==> src/nvm_pkg.sv <==
/*
 * Constants shared by the non-volatile memory controller register block
 * and its operation timer.
 * Assumes a 200 MHz system clock and a 12-bit byte offset inside the
 * controller's window.
 */
package nvm_pkg;

  // ----------------------------------------------------------------------
  // Register offsets
  // ----------------------------------------------------------------------
  localparam logic [11:0] OFS_IDLE = 12'h400;
  localparam logic [11:0] OFS_ACCEPT = 12'h408;
  localparam logic [11:0] OFS_MODE = 12'h504;
  localparam logic [11:0] OFS_ERASE_ALL = 12'h50c;
  localparam logic [11:0] OFS_DURATION = 12'h51c;
  localparam logic [11:0] OFS_ICACHE = 12'h540;
  localparam logic [11:0] OFS_HITS = 12'h548;
  localparam logic [11:0] OFS_MISS_COUNT_FIELD = 12'h54c;
  localparam logic [11:0] OFS_NS_MODE = 12'h584;
  localparam logic [11:0] OFS_NS_PROTECT = 12'h588;

  // ----------------------------------------------------------------------
  // Fields and reset values
  // ----------------------------------------------------------------------
  localparam int MODE_W = 3;
  localparam logic [2:0] MODE_READ = 3'h0;
  localparam logic [2:0] MODE_WRITE = 3'h1;
  localparam logic [2:0] MODE_ERASE = 3'h2;
  localparam logic [2:0] MODE_PARTIAL = 3'h4;
  localparam logic [2:0] MODE_RST = 3'h0;
  localparam logic [31:0] DURATION_RST = 32'h0000000a;
  localparam int CACHE_EN_BIT = 0;
  localparam int PROF_EN_BIT = 8;
  localparam logic [31:0] COUNT_RST = 32'h00000000;
  localparam int PROTECT_SET_BIT = 0;
  localparam int KEY_LSB = 4;
  localparam logic [27:0] PROTECT_KEY = 28'hafbe5a7;
  localparam logic [31:0] PAGE_ERASE_WORD = 32'hffffffff;

  // ----------------------------------------------------------------------
  // Timing
  // ----------------------------------------------------------------------
  localparam int CLK_MHZ = 200;
  localparam int T_WRITE_US = 43;
  localparam int T_ERASE_PAGE_MS = 87;
  localparam int T_ERASE_ALL_MS = 173;
  localparam int WRITE_CYCLES = T_WRITE_US * CLK_MHZ;
  localparam int MS_CYCLES = 1000 * CLK_MHZ;

endpackage : nvm_pkg

==> src/nvm_timer_if.sv <==
/*
 * Carrier between the register block and the operation timer.
 * Assumes both ends share one clock.
 */
`timescale 1ns/1ps
interface nvm_timer_if;
  logic start;
  logic [31:0] units;
  logic [31:0] unit_cycles;
  logic busy;
  logic done;

  modport ctrl (output start, output units, output unit_cycles,
                input busy, input done);
  modport timer (input start, input units, input unit_cycles,
                 output busy, output done);
endinterface : nvm_timer_if

==> src/nvm_op_timer.sv <==
/*
 * Times one write or erase operation as a number of units, each a number
 * of clock cycles.
 * Assumes start is a one-cycle pulse and never arrives while busy.
 */
`timescale 1ns/1ps
module nvm_op_timer (
  input wire logic clk,
  input wire logic rst_n,
  nvm_timer_if.timer tif
);

  typedef enum logic {IDLE, RUN} timer_state_t;

  timer_state_t state_reg, state_next;
  logic [31:0] cyc_reg, cyc_next;
  logic [31:0] left_reg, left_next;
  logic [31:0] span_reg, span_next;
  logic done_reg, done_next;

  always_comb begin
    state_next = state_reg;
    cyc_next = cyc_reg;
    left_next = left_reg;
    span_next = span_reg;
    done_next = 1'b0;
    unique case (state_reg)
      IDLE: begin
        if (tif.start) begin
          state_next = RUN;
          cyc_next = 32'h00000001;
          // A zero length still takes one unit
          left_next = (tif.units == 32'h0) ? 32'h1 : tif.units;
          span_next = tif.unit_cycles;
        end
      end
      RUN: begin
        if (cyc_reg >= span_reg) begin
          cyc_next = 32'h00000001;
          left_next = left_reg - 32'h1;
          if (left_reg == 32'h1) begin
            state_next = IDLE;
            done_next = 1'b1;
          end
        end else begin
          cyc_next = cyc_reg + 32'h1;
        end
      end
    endcase
  end

  always_ff @(posedge clk) begin
    if (!rst_n) begin
      state_reg <= IDLE;
      cyc_reg <= 32'h0;
      left_reg <= 32'h0;
      span_reg <= 32'h0;
      done_reg <= 1'b0;
    end else begin
      state_reg <= state_next;
      cyc_reg <= cyc_next;
      left_reg <= left_next;
      span_reg <= span_next;
      done_reg <= done_next;
    end
  end

  assign tif.busy = (state_reg == RUN);
  assign tif.done = done_reg;

endmodule : nvm_op_timer

==> src/nvm_controller.sv <==
/*
 * Register block of the non-volatile memory controller: ready flags,
 * secure and non-secure access modes, chip erase, partial erase length,
 * instruction cache control and profiling counters.
 * Assumes a plain register port with read data one cycle after the read
 * strobe, and the flash array, cache and bus fabric outside.
 */
// Strobed register access was left to the implementer.
// Notes on behaviour
// - Idle flag reads 0 while busy, resets 1
// - Accept flag reads 1 when write possible
// - One-hot mode: 0 read, 1 write, 2/4 erase
// - Write (1) or erase (2) mode keeps cache invalidated; partial erase (4) does not
// - Writing 1 to trigger starts chip erase in erase mode (2) when idle
// - Partial erase length in ms, resets 0xa
// - Cache enable bit; clearing invalidates all entries
// - Hit counter, read-write, write zero clears
// - Miss counter, read-write, write zero clears
// - Non-secure view reaches only flags, ns registers
// - Counters advance per hit or miss
// - Non-secure mode register for non-secure writes
// - Fetches stall while write or erase runs
`timescale 1ns/1ps
module nvm_controller #(
  parameter int WRITE_CYCLES = nvm_pkg::WRITE_CYCLES,
  parameter int MS_CYCLES = nvm_pkg::MS_CYCLES
) (
  input wire logic clk,
  input wire logic rst_n,
  input wire logic [11:0] reg_addr,
  input wire logic [31:0] reg_wdata,
  input wire logic reg_wr,
  input wire logic reg_rd,
  input wire logic reg_nonsecure,
  output logic [31:0] reg_rdata,
  input wire logic nvm_wr_req,
  input wire logic nvm_wr_nonsecure,
  input wire logic nvm_wr_page_start,
  input wire logic [31:0] nvm_wr_data,
  input wire logic icache_hit,
  input wire logic icache_miss,
  output logic cache_enable,
  output logic cache_invalidate,
  output logic fetch_stall,
  output logic chip_erase_active,
  output logic protect_set_pulse
);

  nvm_timer_if tif ();

  nvm_op_timer u_timer (
    .clk(clk),
    .rst_n(rst_n),
    .tif(tif)
  );

  // ----------------------------------------------------------------------
  // Helpers
  // ----------------------------------------------------------------------
  function automatic logic legal_mode(input logic [31:0] v);
    return v[31:3] == 29'h0 && $onehot0(v[2:0]);
  endfunction : legal_mode

  function automatic logic ns_visible(input logic [11:0] a);
    return a == nvm_pkg::OFS_IDLE || a == nvm_pkg::OFS_ACCEPT ||
           a == nvm_pkg::OFS_NS_MODE || a == nvm_pkg::OFS_NS_PROTECT;
  endfunction : ns_visible

  logic [2:0] mode_reg, mode_next;
  logic [2:0] ns_mode_reg, ns_mode_next;
  logic [31:0] duration_reg, duration_next;
  logic cache_en_reg, cache_en_next;
  logic prof_en_reg, prof_en_next;
  logic [31:0] hits_reg, hits_next;
  logic [31:0] miss_count_field_reg, miss_count_field_next;
  logic [31:0] rdata_reg, rdata_next;
  logic inval_reg, inval_next;
  logic start_reg, start_next;
  logic [31:0] units_reg, units_next;
  logic [31:0] span_reg, span_next;
  logic erase_all_reg, erase_all_next;
  logic protect_reg, protect_next;

  logic wr_ok, rd_ok, pending, erase_all_go;
  logic [2:0] req_mode;
  logic is_page_erase;

  // A request is pending from the start pulse until the timer ends, so
  // a second request in the start cycle cannot slip in.
  assign pending = start_reg | tif.busy;
  assign wr_ok = reg_wr && (!reg_nonsecure || ns_visible(reg_addr));
  assign rd_ok = reg_rd && (!reg_nonsecure || ns_visible(reg_addr));
  assign req_mode = nvm_wr_nonsecure ? ns_mode_reg : mode_reg;
  assign is_page_erase = nvm_wr_page_start &&
                         nvm_wr_data == nvm_pkg::PAGE_ERASE_WORD;
  // Trigger write with erase mode starts chip erase
  // Any other mode leaves the trigger without effect
  assign erase_all_go = wr_ok && reg_addr == nvm_pkg::OFS_ERASE_ALL &&
                        reg_wdata[0] && mode_reg == nvm_pkg::MODE_ERASE &&
                        !pending;

  // ----------------------------------------------------------------------
  // Configuration registers
  // ----------------------------------------------------------------------
  always_comb begin
    mode_next = mode_reg;
    ns_mode_next = ns_mode_reg;
    duration_next = duration_reg;
    cache_en_next = cache_en_reg;
    prof_en_next = prof_en_reg;
    protect_next = 1'b0;
    if (wr_ok) begin
      unique case (reg_addr)
        nvm_pkg::OFS_MODE: begin
          if (legal_mode(reg_wdata)) mode_next = reg_wdata[2:0];
        end
        nvm_pkg::OFS_NS_MODE: begin
          if (legal_mode(reg_wdata)) ns_mode_next = reg_wdata[2:0];
        end
        nvm_pkg::OFS_DURATION: duration_next = reg_wdata;
        nvm_pkg::OFS_ICACHE: begin
          cache_en_next = reg_wdata[nvm_pkg::CACHE_EN_BIT];
          prof_en_next = reg_wdata[nvm_pkg::PROF_EN_BIT];
        end
        nvm_pkg::OFS_NS_PROTECT: begin
          protect_next = reg_wdata[nvm_pkg::PROTECT_SET_BIT] &&
                         reg_wdata[31:nvm_pkg::KEY_LSB] ==
                         nvm_pkg::PROTECT_KEY;
        end
        default: ;
      endcase
    end
    // Held invalid in write/erase or with cache off
    inval_next = !cache_en_next ||
                 mode_next == nvm_pkg::MODE_WRITE ||
                 mode_next == nvm_pkg::MODE_ERASE ||
                 ns_mode_next == nvm_pkg::MODE_WRITE ||
                 ns_mode_next == nvm_pkg::MODE_ERASE;
  end

  always_ff @(posedge clk) begin
    if (!rst_n) begin
      mode_reg <= nvm_pkg::MODE_RST;
      ns_mode_reg <= nvm_pkg::MODE_RST;
      duration_reg <= nvm_pkg::DURATION_RST;
      cache_en_reg <= 1'b0;
      prof_en_reg <= 1'b0;
      protect_reg <= 1'b0;
      inval_reg <= 1'b1;
    end else begin
      mode_reg <= mode_next;
      ns_mode_reg <= ns_mode_next;
      duration_reg <= duration_next;
      cache_en_reg <= cache_en_next;
      prof_en_reg <= prof_en_next;
      protect_reg <= protect_next;
      inval_reg <= inval_next;
    end
  end

  // ----------------------------------------------------------------------
  // Operation launch
  // ----------------------------------------------------------------------
  always_comb begin
    start_next = 1'b0;
    units_next = units_reg;
    span_next = span_reg;
    erase_all_next = erase_all_reg;
    if (tif.done) erase_all_next = 1'b0;
    if (erase_all_go) begin
      start_next = 1'b1;
      units_next = 32'(nvm_pkg::T_ERASE_ALL_MS);
      span_next = 32'(MS_CYCLES);
      erase_all_next = 1'b1;
    end else if (nvm_wr_req && !pending) begin
      // Requests arriving while busy are dropped; software polls the
      // accept flag first.
      if (req_mode == nvm_pkg::MODE_WRITE) begin
        start_next = 1'b1;
        units_next = 32'h1;
        span_next = 32'(WRITE_CYCLES);
      end else if (req_mode == nvm_pkg::MODE_ERASE && is_page_erase) begin
        start_next = 1'b1;
        units_next = 32'(nvm_pkg::T_ERASE_PAGE_MS);
        span_next = 32'(MS_CYCLES);
      end else if (req_mode == nvm_pkg::MODE_PARTIAL && is_page_erase) begin
        start_next = 1'b1;
        units_next = duration_reg;
        span_next = 32'(MS_CYCLES);
      end
    end
  end

  always_ff @(posedge clk) begin
    if (!rst_n) begin
      start_reg <= 1'b0;
      units_reg <= 32'h0;
      span_reg <= 32'h0;
      erase_all_reg <= 1'b0;
    end else begin
      start_reg <= start_next;
      units_reg <= units_next;
      span_reg <= span_next;
      erase_all_reg <= erase_all_next;
    end
  end

  assign tif.start = start_reg;
  assign tif.units = units_reg;
  assign tif.unit_cycles = span_reg;

  // ----------------------------------------------------------------------
  // Profiling counters and read port
  // ----------------------------------------------------------------------
  always_comb begin
    hits_next = hits_reg;
    miss_count_field_next = miss_count_field_reg;
    if (wr_ok && reg_addr == nvm_pkg::OFS_HITS) hits_next = reg_wdata;
    if (wr_ok && reg_addr == nvm_pkg::OFS_MISS_COUNT_FIELD) miss_count_field_next = reg_wdata;
    // A hit in the clearing cycle still counts
    if (prof_en_reg && icache_hit) hits_next = hits_next + 32'h1;
    if (prof_en_reg && icache_miss) miss_count_field_next = miss_count_field_next + 32'h1;
    rdata_next = 32'h0;
    if (rd_ok) begin
      unique case (reg_addr)
        nvm_pkg::OFS_IDLE: rdata_next = {31'h0, !pending};
        // Single operation, so accept tracks idle
        nvm_pkg::OFS_ACCEPT: rdata_next = {31'h0, !pending};
        nvm_pkg::OFS_MODE: rdata_next = {29'h0, mode_reg};
        nvm_pkg::OFS_NS_MODE: rdata_next = {29'h0, ns_mode_reg};
        nvm_pkg::OFS_DURATION: rdata_next = duration_reg;
        nvm_pkg::OFS_ICACHE: begin
          rdata_next[nvm_pkg::CACHE_EN_BIT] = cache_en_reg;
          rdata_next[nvm_pkg::PROF_EN_BIT] = prof_en_reg;
        end
        nvm_pkg::OFS_HITS: rdata_next = hits_reg;
        nvm_pkg::OFS_MISS_COUNT_FIELD: rdata_next = miss_count_field_reg;
        default: rdata_next = 32'h0;
      endcase
    end
  end

  always_ff @(posedge clk) begin
    if (!rst_n) begin
      hits_reg <= nvm_pkg::COUNT_RST;
      miss_count_field_reg <= nvm_pkg::COUNT_RST;
      rdata_reg <= 32'h0;
    end else begin
      hits_reg <= hits_next;
      miss_count_field_reg <= miss_count_field_next;
      rdata_reg <= rdata_next;
    end
  end

  assign reg_rdata = rdata_reg;
  assign cache_enable = cache_en_reg;
  assign cache_invalidate = inval_reg;
  // Stall follows the timer's busy flop
  assign fetch_stall = tif.busy;
  assign chip_erase_active = erase_all_reg;
  assign protect_set_pulse = protect_reg;
endmodule : nvm_controller

==> config.mk <==
export PLATFORM = sky130hd
export DESIGN_NAME = nvm_controller
export DESIGN_NICKNAME = d
export VERILOG_FILES = /design/src/nvm_pkg.sv /design/src/nvm_timer_if.sv /design/src/nvm_op_timer.sv /design/src/nvm_controller.sv
export SDC_FILE = /design/constraint.sdc
export NUM_CORES = 1
export LEC_CHECK = 0
export BUFFER_PORTS_ARGS = -buffer_cell sky130_fd_sc_hd__buf_2
export CORE_ASPECT_RATIO = 0.9
export CORE_UTILIZATION = 40
export DETAILED_ROUTE_END_ITERATION = 7
export PLACE_DENSITY_LB_ADDON = 0.25
export SYNTH_ARGS = -nofsm -noshare
export SYNTH_HDL_FRONTEND = slang
export SYNTH_SLANG_ARGS = --single-unit
==> constraint.sdc <==
create_clock -name clk -period 4.7 [get_ports clk]
set_input_delay 0.47 -clock clk [delete_from_list [all_inputs] [get_ports clk]]
set_output_delay 0.47 -clock clk [all_outputs]
set_load 0.01 [all_outputs]
# [Word-level counts from Yosys, hierarchy flattened]
# Cells that the tools add are included.
[totals] regBits=302 inputBits=86 out_inout_bits=37
[op_classes] add_sub_neg=6 n_lt_le_gt_ge=2 n_eq_ne=23 n_mux=46 bitwise_logic=3 n_reduce_logical=44
[op_table] op="2-to-1 mux 32 bit" n=15
[op_table] op="one-hot mux 32 bit (2 select lines)" n=2
[op_table] op="equality test 12 x 11 -> 1 bit, second input constant" n=10
[op_table] op="adder 32 x 1 -> 32 bit, second input constant" n=3
[op_table] op="one-hot mux 23 bit (3 select lines)" n=1
[op_table] op="2-to-1 mux 18 bit" n=2
[op_table] op="one-hot mux 7 bit (5 select lines)" n=1
[op_table] op="equality test 32 x 1 -> 1 bit, second input constant" n=1
[op_table] op="equality test 32 bit, second input constant" n=1
[op_table] op=">= comparator 32 bit" n=1
[op_table] op="zero test 32 bit" n=1
[op_table] op="subtractor 32 x 1 -> 32 bit, second input constant" n=1
[op_table] op="zero test 29 bit" n=1
[op_table] op="equality test 28 bit, second input constant" n=1
[op_table] op="2-to-1 mux 3 bit" n=7
[op_table] op="logical AND 1 bit" n=16
[op_table] op="2-to-1 mux 8 bit" n=2
[op_table] op="AND reduction 2 bit" n=7
[op_table] op="2-to-1 mux 1 bit" n=13
[op_table] op="equality test 3 x 2 -> 1 bit, second input constant" n=4
[op_table] op="equality test 3 x 1 -> 1 bit, second input constant" n=3
[op_table] op="logical OR 1 bit" n=8
[op_table] op="one-hot mux 1 bit (7 select lines)" n=1
[op_table] op="AND reduction 3 bit" n=2
[op_table] op="other kinds (14)" n=20

# [Longest topological paths before layout]
# Gate-level depths: netlist of run 1.
[depth] ltp_word=12 ltp_mapped=18 mapped_depth_nobuf=13

# [Modules after synthesis]
# A second synthesis of run 1 with hierarchy kept.
[hier_totals] hier_cells=1916 hier_area_um2=15058.2
[modules_own_cells] module="nvm_controller" instances=1 cells_per_inst=1148 area_each_um2=9198.8
[modules_own_cells] module="nvm_op_timer" instances=1 cells_per_inst=768 area_each_um2=5859.4

# [Least setup slack after synthesis of run 1]
# Ideal clock, no wire load.
[synth_timing] path_type="input port to flip-flop" start="input reg_addr[3]" end="register hits_reg[26]" setup_ns=0.078 arrival_ns=4.274 required_time_ns=4.622 slack_ns=0.348 path_stages=18 path_buffers=5 path_cell_list="clkbuf_1 -> and4bb_2 -> and4_1 -> clkbuf_1 -> nand2_1 -> clkbuf_1 -> clkbuf_1 -> nand2_1 -> nand2_1 -> ha_1 -> nand3_1 -> nor3_1 -> nand2_1 -> a221oi_2 -> or4b_1 -> buf_2 -> o31a_1 -> nor3_1"
[synth_via] elab_chain_len=10 word_cells_on_any_way=14
[synth_lines] item="from (decl)" line_no="nvm_controller.sv:30" source="input wire logic [11:0] reg_addr,"
[synth_lines] item="equality test 12 x 11 -> 1 bit" line_no="nvm_controller.sv:65" source="return a == nvm_pkg::OFS_IDLE || a == nvm_pkg::OFS_ACCEPT ||"
[synth_lines] item="logical OR 1 bit (2 in a row)" line_no="nvm_controller.sv:65"
[synth_lines] item="logical OR 1 bit" line_no="nvm_controller.sv:66" source="a == nvm_pkg::OFS_NS_MODE || a == nvm_pkg::OFS_NS_PROTECT;"
[synth_lines] item="logical OR 1 bit" line_no="nvm_controller.sv:91" source="assign wr_ok = reg_wr && (!reg_nonsecure || ns_visible(reg_addr));"
[synth_lines] item="logical AND 1 bit" line_no="nvm_controller.sv:91"
[synth_lines] item="logical AND 1 bit *" line_no="nvm_controller.sv:218" source="if (wr_ok && reg_addr == nvm_pkg::OFS_HITS) hits_next = reg_wdata;"
[synth_lines] item="2-to-1 mux 32 bit *" line_no="nvm_controller.sv:218"
[synth_lines] item="adder 32 x 1 -> 32 bit" line_no="nvm_controller.sv:221" source="if (prof_en_reg && icache_hit) hits_next = hits_next + 32'h1;"
[synth_lines] item="2-to-1 mux 32 bit *" line_no="nvm_controller.sv:221"
[synth_lines] item="to (signal assigned)" line_no="nvm_controller.sv:245" source="hits_reg <= nvm_pkg::COUNT_RST;"
[synth_lines] item="to (signal assigned)" line_no="nvm_controller.sv:249" source="hits_reg <= hits_next;"
[synth_lines] item="to (decl)" line_no="nvm_controller.sv:74" source="logic [31:0] hits_reg, hits_next;"
# Every way passes the cells marked *; elsewhere a longest branch is shown, timed or not.
# A chain may end at the register's enable or synchronous reset.

# [Worst setup path in the final report of run 1]
[layout_timing] start="input reg_addr[4]" end="register hits_reg[26]"
# Same word-level chain as after synthesis.

==> results.cfg, run 1 <==
[critical_path]
critPathArrivalTime_ps = 4180
crit_buf_inv = 1
critPathMaxFanout = 6
crit_family = simple AND/OR/NAND/NOR gates
cp_slowest_cell = nor4b_1
path_common_cell = nand2_1
cp-start-kind = primary input
slowest_delay_ps = 660
critical_path_class = primary input to register
critPathCaptureType = register
worstPathRequired_ps = 5170
crit_chain = buf_2 > nor4b_1 > nand4_1 > nor2_1 > nand2_1 > nand2_1 > ha_1 > nand3_1 > nor3_1 > nand2_1 > a221oi_2 > or4b_1 > o31a_1 > nor3_1

[floorplan]
die_width_microns = 193
core_sq_um = 32000
rows = 62
initial_core_util = 0.409
die-area_sq_um = 33500
die_height_microns = 174
io_pins = 123

[clocking]
cts_resized = 0
hold_buffers = 0
cts_tree = done
cts_max_level = 1
post-cts-setup-buffers = 0
clkTransAtPathRegs_ps = 60
root_buffer = clkbuf_16
worst_skew_pair.late_latency_ps = 550
cts_sinks = 244
cts_inserted_buffers = 29
clockBufferDepth = 3

[route]
via_per_inst = 6.03
wl_per_cell_microns = 20.8
drtIter0Drc = 1349
drt-pass1-iter-count = 7
drt.antenna.violating_nets = 0
drc = 4
wirelength_mm = 45.9
dr_total_vias = 13300

[placement]
dp_hpwl_mm = 32.8
portBuffers = 122
place_area_sq_um = 14000
place_congestion = 0.978

[global_route]
met1_usage = 0.370
antenna_found_initial = 2
grt_first_pass_wirelength_mm = 71.3
track_usage = 0.271
use_met2 = 0.425
grt_pass1_vias = 12600
grt.met3_usage = 0.0492
top_usage_layer = met2
grt_overflow = 0
grt_max_degree = 67

[pwr]
p_per_area_nw_per_um2 = 295
leakage_nw = 5.51
pwr-share-comb = 0.041
power.net_switching_mw = 1.02
p_sw_frac = 0.232
clockPowerShare = 0.489
ir_drop_uv = 251
internal_power_mw = 3.38
pwr-share-seq = 0.469

[timing]
post-route-period-util = 0.789
setup_viol_count_final = 0
drv_slew = 0
timing_hold_violations_final = 0
tns_ps = 0
skew_ps = 17.7
holdWs_ps = 223
max_slew_margin = 0.279
fin_crit_ps = 3710
clock.fmax_mhz = 270
rsz0062_at_grt = no
tightest_slew_ps = 1080

[run]
drv_cap = 0

[hold_path]
hp-class = primary input to register

[synth]
yosys.area.top_type = dfxtp_1
syn_nets = 1810
syn-cell-area_sq_um = 13100
ys.flop_type = dfxtp_1
ys_seq_area_frac = 0.373
synthCells = 1707
ys_types = 75
async_reset_ff_frac = 0
yosys.area.top_type_share = 0.373
synth-edff-count = 0
synth-seq-cells = 244
ys_warn_count = 0
ys_top_cells_by_area = dfxtp_1 37%, nand2_1 7.3%, a21oi_1 5.6%
avgSynthCellArea_sq_um = 7.67

[layout]
drive_gt1_frac = 0.126
final_nets = 1868
final_cell_area_sq_um = 14900
area_growth_pct = 14.0
final_util = 0.466

[status]
outcome = finished, violations left
violations = DRC
==> Yosys cell counts (all sizes together) (22+ instances only) <==
cell	instances
nand2	253
dfxtp	244
nor2	155
a21oi	147
clkbuf	114
nand3	85
o21ai	71
nor3	68
mux2i	57
nor4	48
nand4	44
and3	41
xor2	33
xnor2	26
a31oi	24
a22oi	22
inv	22
==> worst reg2reg max path, stage by stage (launching register included) <==
cell and delay [ps]:
dfxtp_1 380, mux2_2 300, or4_1 540, nor4_1 610, nor2b_2 390, a21o_1 640
nand2_1 220, a31oi_1 90
==> power by group through the flow <==
stage	registers [mW]	clock network, mW	logic (mW)
6_report	2.07	2.16	0.183
5_1_grt	2.07	2.27	0.192
4_1_cts	2.07	2.19	0.178
3_5_place_dp	2.11	0	0.178
3_3_place_gp	2.11	0	0.177
2_1_floorplan	2.11	0	0.0823
==> metrics by stage <==
step | total power, mW | std cells | setup WS, ps
after floorplan | 2.20 | 1707 | 348
after global placement | 2.29 | 2150 | 562
after detailed placement | 2.29 | 2150 | 481
after CTS | 4.44 | 2202 | 1050
after global routing | 4.53 | 2203 | 659
final | 4.41 | 2206 | 991
==> cell usage in the layout, fill, tap and decap left out, types with 10 or more instances in the layout <==
cell type | synthesis | routed
nor3_1 | 68 | 68
or3_1 | 10 | 10
nor3b_1 | 13 | 13
buf_4 | 1 | 31
a21oi_1 | 146 | 146
xnor2_1 | 26 | 26
a222oi_1 | 16 | 16
nand2b_1 | 12 | 12
o21ai_0 | 69 | 69
a31oi_1 | 24 | 24
nor2_1 | 154 | 151
xor2_1 | 33 | 33
and4_1 | 11 | 11
nand2_1 | 253 | 251
mux2i_1 | 57 | 57
o211ai_1 | 12 | 12
o22ai_1 | 10 | 10
nand4_1 | 44 | 44
ha_1 | 17 | 17
inv_1 | 22 | 21
dfxtp_1 | 244 | 243
a21o_1 | 12 | 12
a211oi_1 | 11 | 11
clkbuf_1 | 114 | 13
and3_1 | 41 | 41
buf_2 | 5 | 122
nor4_1 | 48 | 46
clkbuf_16 | 0 | 29
a22oi_1 | 22 | 22
nand3_1 | 85 | 85
==> path summary, 6_finish.rpt <==
kind	startpoint	end	slack (ps)	depth (start not counted)
hold / removal	reg_rd	reg_rdata[8]	220	3
hold reg to reg	span_reg[8]	u_timer.span_reg[8]	450	2
setup / recovery	reg_addr[4]	hits_reg[26]	990	14
setup reg to reg	mode_reg[0]	span_reg[16]	1370	7
==> layout make-up <==
cell class,instances,area (sq um)
Tap cell,416,520
Fill cell,3166,17100
Sequential cell,244,4890
Inverter,22,85.1
Clock inverter,5,53.8
Timing Repair Buffer,153,843
Multi-Input combinational cell,1315,7680
Antenna cell,4,10.0
Clock buffer,47,843
==> metal layers <==
layer	part of all wire	vias up
li1	-	6347
met1	0.43	6351
met2	0.45	518
met3	0.081	89
met4	0.034	2
met5	0.00028	-
==> cells by family (layout without fill, tap and decap cells) <==
| logic type | after synthesis | after routing | synth area share |
|---|---|---|---|
| and+or+nand+nor | 787 | 787 | 0.292 |
| xor gates and xnor gates | 59 | 59 | 0.0395 |
| buffers and inverters | 148 | 227 | 0.0432 |
| muxes | 60 | 60 | 0.0462 |
| DFF | 244 | 244 | 0.373 |
| AOI/OAI and AO/OA | 392 | 392 | 0.189 |
| adders and majority gates | 17 | 17 | 0.0162 |
| other | 0 | 4 | 0 |
No activity file was read; power rests on OpenSTA's default activity.
==> run 2: changes to the inputs <==
==> constraint.sdc (replaced) <==
create_clock -name clk -period 3.4 [get_ports clk]
set_input_delay 0.34 -clock clk [delete_from_list [all_inputs] [get_ports clk]]
set_output_delay 0.34 -clock clk [all_outputs]
set_load 0.01 [all_outputs]
==> run 2 against run 1 <==
The flow still finishes with violations (DRC). Sequential share of layout area decreased by 0.93 points. Worst hold slack got worse by 140 ps. Cell area increased by 2.9%. First-iteration DRC count decreased by 5.9%. Highest routed layer is now met4. Register-to-register slack got worse by 910 ps. Critical path type is now register to register. Routed wire length increased by 1.1%. Non-clock buffer count increased by 30. Power increased by 44%. Sequential cell count unchanged. Die area unchanged. Sequential power increased by 38%.
==> results.cfg, run 2 (same netlist as run 1, synthesis figures left out) <==
[layout]
fin_cells = 2232
final_cell_area_sq_um = 15400
drive_gt1_frac = 0.153
ff_latch_area_sq_um = 4890
final_common_cell = nand2_1
final_util = 0.479
multi_input_area_sq_um = 7770
mostFrequentLayoutCells = 246 x nand2_1, 243 x dfxtp_1, 149 x nor2_1, 146 x a21oi_1, 122 x buf_2
area_growth_pct = 17.3
fillers = 3178
final_nets = 1896

[placement]
dp_hpwl_mm = 33.5
place_ws_ps = 21.3
place_area_sq_um = 14400
place_congestion = 0.935
portBuffers = 122
place_inst = 2180

[timing]
drv_slew = 0
tightest_slew_ps = 1050
rsz0062_at_grt = no
clock.fmax_mhz = 340
tns_ps = 0
post-route-period-util = 0.864
holdWs_ps = 82.2
setup_viol_count_final = 0
max_slew_margin = 0.299
fin_ws_ps = 462
fin_crit_ps = 2940
timing_hold_violations_final = 0
skew_ps = 10.2

[critical_path]
reg2reg_to = u_timer.left_reg[22]
ff2ff_setup_slack_ps = 460
timing.rr.start = u_timer.cyc_reg[21]
critical_path.startpoint = u_timer.cyc_reg[21]
cp-start-kind = register
critPathArrivalTime_ps = 3320
worstPathRequired_ps = 3780
endpoint = u_timer.left_reg[22]
reg2regPathDepth = 7
critical_path_class = register to register
critPathMaxFanout = 8
critPathCaptureType = register

[global_route]
grt_max_degree = 65
grt_pass1_vias = 13000
grt_overflow = 0
grt_first_pass_wirelength_mm = 73.3
antenna_found_initial = 2
track_usage = 0.276

[pwr]
leakage_nw = 5.74
p_per_area_nw_per_um2 = 414
ir_drop_uv = 362
finalPower_mw = 6.35

[route]
wirelength_mm = 46.4
wl_per_cell_microns = 20.8
dr_total_vias = 13500
drtIter0Drc = 1269
via_per_inst = 6.06
drc = 2
drt-pass1-iter-count = 8
drt.antenna.violating_nets = 0

[floorplan]
io_pins = 123
initial_core_util = 0.409
die_width_microns = 193
rows = 62
die-area_sq_um = 33500
core_sq_um = 32000
die_height_microns = 174

[clocking]
worst_skew_pair.late_latency_ps = 560
cts_max_level = 1
hold_buffers = 0
clockBufferDepth = 3
root_buffer = clkbuf_16
cts_inserted_buffers = 27
cts_tree = done
clkTransAtPathRegs_ps = 60
cts_sinks = 244

[status]
violations = DRC
outcome = finished, violations left

[hold_path]
min_delay_path_depth = 3
hp-class = primary input to register

[run]
drv_cap = 0
==> run 2: changes by cell type in the layout (fill, tap and decap cells not counted), sizes merged <==
cell	change
inv	+1
buf	+30
clkinv	+3
clkbuf	-12
bufinv	+4
diode	-2
clkinvlp	+2
==> run 2: report_power, final <==
group | total [mW] | leakage, nW | switching, mW | internal, mW
logic | 0.265 | 3.29 | 0.191 | 0.0749
registers | 2.86 | 1.96 | 0.0000878 | 2.86
clock network | 3.23 | 0.487 | 1.25 | 1.97
==> run 2: final cells by class <==
| cell class | count | share of cell area |
|---|---|---|
| multi-input cells | 1315 | 0.506 |
| repair buffers | 183 | 0.0712 |
| clock inverters | 15 | 0.0146 |
| clock buffers | 35 | 0.0499 |
| well taps | 416 | 0.0339 |
| diodes | 2 | 0.000326 |
| flip-flops and latches | 244 | 0.318 |
| inverters | 22 | 0.00554 |
==> run 2: metal layers <==
| layer | share of wire | vias up | routed length (microns) | track usage |
|---|---|---|---|---|
| met1 | 0.44 | 6465 | 20500 | 0.386 |
| li1 | - | 6403 | - | - |
| met4 | 0.036 | 0 | 1650 | 0.0961 |
| met5 | 0 | - | 0 | 0 |
| met3 | 0.073 | 118 | 3370 | 0.0387 |
| met2 | 0.45 | 549 | 20900 | 0.431 |
==> run 2: worst min-delay path by stage <==
stage	from	endpoint	slack, ps
finish	reg_addr[8]	protect_set_pulse	80
global route	reg_addr[8]	protect_set_pulse	90
CTS	reg_addr[8]	protect_set_pulse	70
detailed placement	span_reg[8]	u_timer.span_reg[8]	440
global placement	span_reg[8]	u_timer.span_reg[8]	440
floorplan	miss_count_field_reg[31]	reg_rdata[31]	430
==> run 2: critical path, cell delays in order, from the launching register on <==
cell and delay (ps):
dfxtp_1 300, or4_1 540, nor4_1 210, nand4_1 260, nor3_1 840, nand2_1 290, o21ai_0 190, a221oi_1 130
==> run 2: timing repair <==
action / 4_1_cts / 5_1_grt
setup endpoints to repair: 0 / 27
buffers inserted: 0 / 0
resized for setup: 0 / 1
hold endpoints to repair: 0 / 0
==> run 3: changes to the inputs <==
--- a/config.mk
+++ b/config.mk
@@ -7,7 +7,7 @@
 export LEC_CHECK = 0
 export BUFFER_PORTS_ARGS = -buffer_cell sky130_fd_sc_hd__buf_2
 export CORE_ASPECT_RATIO = 0.9
-export CORE_UTILIZATION = 40
+export CORE_UTILIZATION = 45
 export DETAILED_ROUTE_END_ITERATION = 7
 export PLACE_DENSITY_LB_ADDON = 0.25
 export SYNTH_ARGS = -nofsm -noshare
==> run 3 against run 2 <==
The run now ends clean. Largest power group unchanged. Via count increased by 0.68%. Die area fell by 11%. Worst setup slack got worse by 99 ps. Clock power hardly changed. Critical path type is now primary input to register. Core utilization is 5.9 points higher. Critical path depth rose by 7. Global-route usage is 2.7 points higher. Fmax fell by 3.3%. Power is 0.35% lower. Sequential power about the same. Register-to-register slack gained 30 ps.
==> results.cfg, run 3 (same netlist as run 1, synthesis figures left out) <==
[clocking]
root_buffer = clkbuf_16
cts_max_level = 1
cts_sinks = 244
cts_inserted_buffers = 26
post-cts-setup-buffers = 0
clockBufferDepth = 3
hold_buffers = 0
clkTransAtPathRegs_ps = 60
cts_tree = done
worst_skew_pair.late_latency_ps = 550

[timing]
max_slew_margin = 0.317
clock.fmax_mhz = 329
timing_hold_violations_final = 0
post-route-period-util = 0.893
fin_ws_ps = 363
holdWs_ps = 87.5
rsz0062_at_grt = no
skew_ps = 10.6
tightest_slew_ps = 1020
tns_ps = 0
setup_viol_count_final = 0
drv_slew = 0
fin_crit_ps = 3040

[floorplan]
core_sq_um = 28300
initial_core_util = 0.463
io_pins = 123
die_width_microns = 182
die_height_microns = 164
die-area_sq_um = 29800
rows = 58

[critical_path]
crit_buf_inv = 1
critPathCaptureType = register
crit_chain = buf_2 > nor4b_1 > nand4_1 > nor2_4 > nand2_1 > nand2_4 > ha_4 > nand3_4 > nor3_4 > nand4_1 > a221oi_2 > or4b_1 > o31a_1 > nor3_1
critPathMaxFanout = 6
cp_slowest_cell = or4b_1
reg2reg_to = u_timer.cyc_reg[18]
slowest_delay_ps = 600
path_common_cell = nand4_1
critPathArrivalTime_ps = 3490
cp.depth = 14
ff2ff_setup_slack_ps = 490
reg2regPathDepth = 6
critical_path_class = primary input to register
worstPathRequired_ps = 3860
cp-start-kind = primary input
timing.rr.start = u_timer.cyc_reg[21]
crit_family = simple AND/OR/NAND/NOR gates

[route]
wirelength_mm = 45.8
via_per_inst = 6.27
dr_total_vias = 13600
wl_per_cell_microns = 21.1
drt.antenna.violating_nets = 0
drtIter0Drc = 1580
drc = 0
drt-pass1-iter-count = 5

[layout]
ff_latch_area_sq_um = 4890
area_growth_pct = 16.4
final_nets = 1896
final_cell_area_sq_um = 15200
fin_cells = 2173
final_common_cell = nand2_1
multi_input_area_sq_um = 7770
fillers = 2679
drive_gt1_frac = 0.151
mostFrequentLayoutCells = 246 x nand2_1, 243 x dfxtp_1, 149 x nor2_1, 146 x a21oi_1, 122 x buf_2

[global_route]
antenna_found_initial = 2
grt_overflow = 0
met1_usage = 0.407
grt.met3_usage = 0.0479
track_usage = 0.303
use_met2 = 0.483
grt_first_pass_wirelength_mm = 71.4
grt_max_degree = 61
top_usage_layer = met2
grt_pass1_vias = 12800

[placement]
dp_hpwl_mm = 32.8
place_congestion = 0.974
portBuffers = 122
place_ws_ps = -43.8
place_area_sq_um = 14300
place_inst = 2125

[pwr]
leakage_nw = 5.73
ir_drop_uv = 391
p_per_area_nw_per_um2 = 415

[status]
outcome = finished clean

[run]
drv_cap = 0

[hold_path]
min_delay_path_depth = 3
hold_path.startpoint = reg_addr[8]
hp-class = primary input to register
hold_end = protect_set_pulse
## run 3: cell count changes in the layout (fill, tap and decap cells not counted), sizes merged
cell	delta
diode	-1
clkinv	-2
inv	-1
clkinvlp	-2
bufinv	+1
clkbuf	+1
buf	+1
## run 3: worst reg2reg max path, stage by stage, from the launching register on
cell	delay (ps)
dfxtp_1	310
or4_1	560
nor4_1	190
nand4_1	230
nor3_1	820
nand2_1	300
o41ai_1	400
## run 3: worst max-delay path by stage
| stage | startpoint | to |
|---|---|---|
| floorplan | reg_addr[3] | hits_reg[26] |
| global placement | reg_addr[4] | hits_reg[28] |
| detailed placement | reg_addr[4] | hits_reg[26] |
| CTS | mode_reg[2] | tif.units[3] |
| global route | u_timer.cyc_reg[21] | u_timer.cyc_reg[18] |
| finish | reg_addr[4] | hits_reg[28] |
## run 3: metal layers
metal / share of wire / routed length [microns]
met4: 0.039 / 1770
met1: 0.43 / 19900
met2: 0.44 / 20300
met5: 0.00024 / 11
met3: 0.085 / 3910
## run 3: repair_timing
| item | CTS | global route |
|---|---|---|
| resized for setup | 0 | 1 |
| endpoints found under the setup margin | 0 | 4 |
| hold endpoints to repair | 0 | 0 |
## run 3: power by group
part           leakage [nW]  switching, mW  internal (mW)
clock                 0.476           1.21           1.99
sequential             1.96      0.0000892           2.86
combinational          3.29          0.193         0.0738
total                  5.73           1.40           4.92
## run 3: area by class of cell
cell class | instances | share of cell area
Multi-Input combinational cell | 1315 | 0.510
Sequential cell | 244 | 0.321
Timing Repair Buffer | 184 | 0.0706
Clock buffer | 36 | 0.0491
Tap cell | 360 | 0.0296
Clock inverter | 11 | 0.0144
Inverter | 22 | 0.00558
Antenna cell | 1 | 0.000164
## run 3: through the flow
step                total power [mW]   util
floorplan                       3.04      -
global placement                3.18  0.504
detailed placement              3.18  0.504
CTS                             6.35  0.538
global route                    6.48  0.539
finish                          6.33  0.539
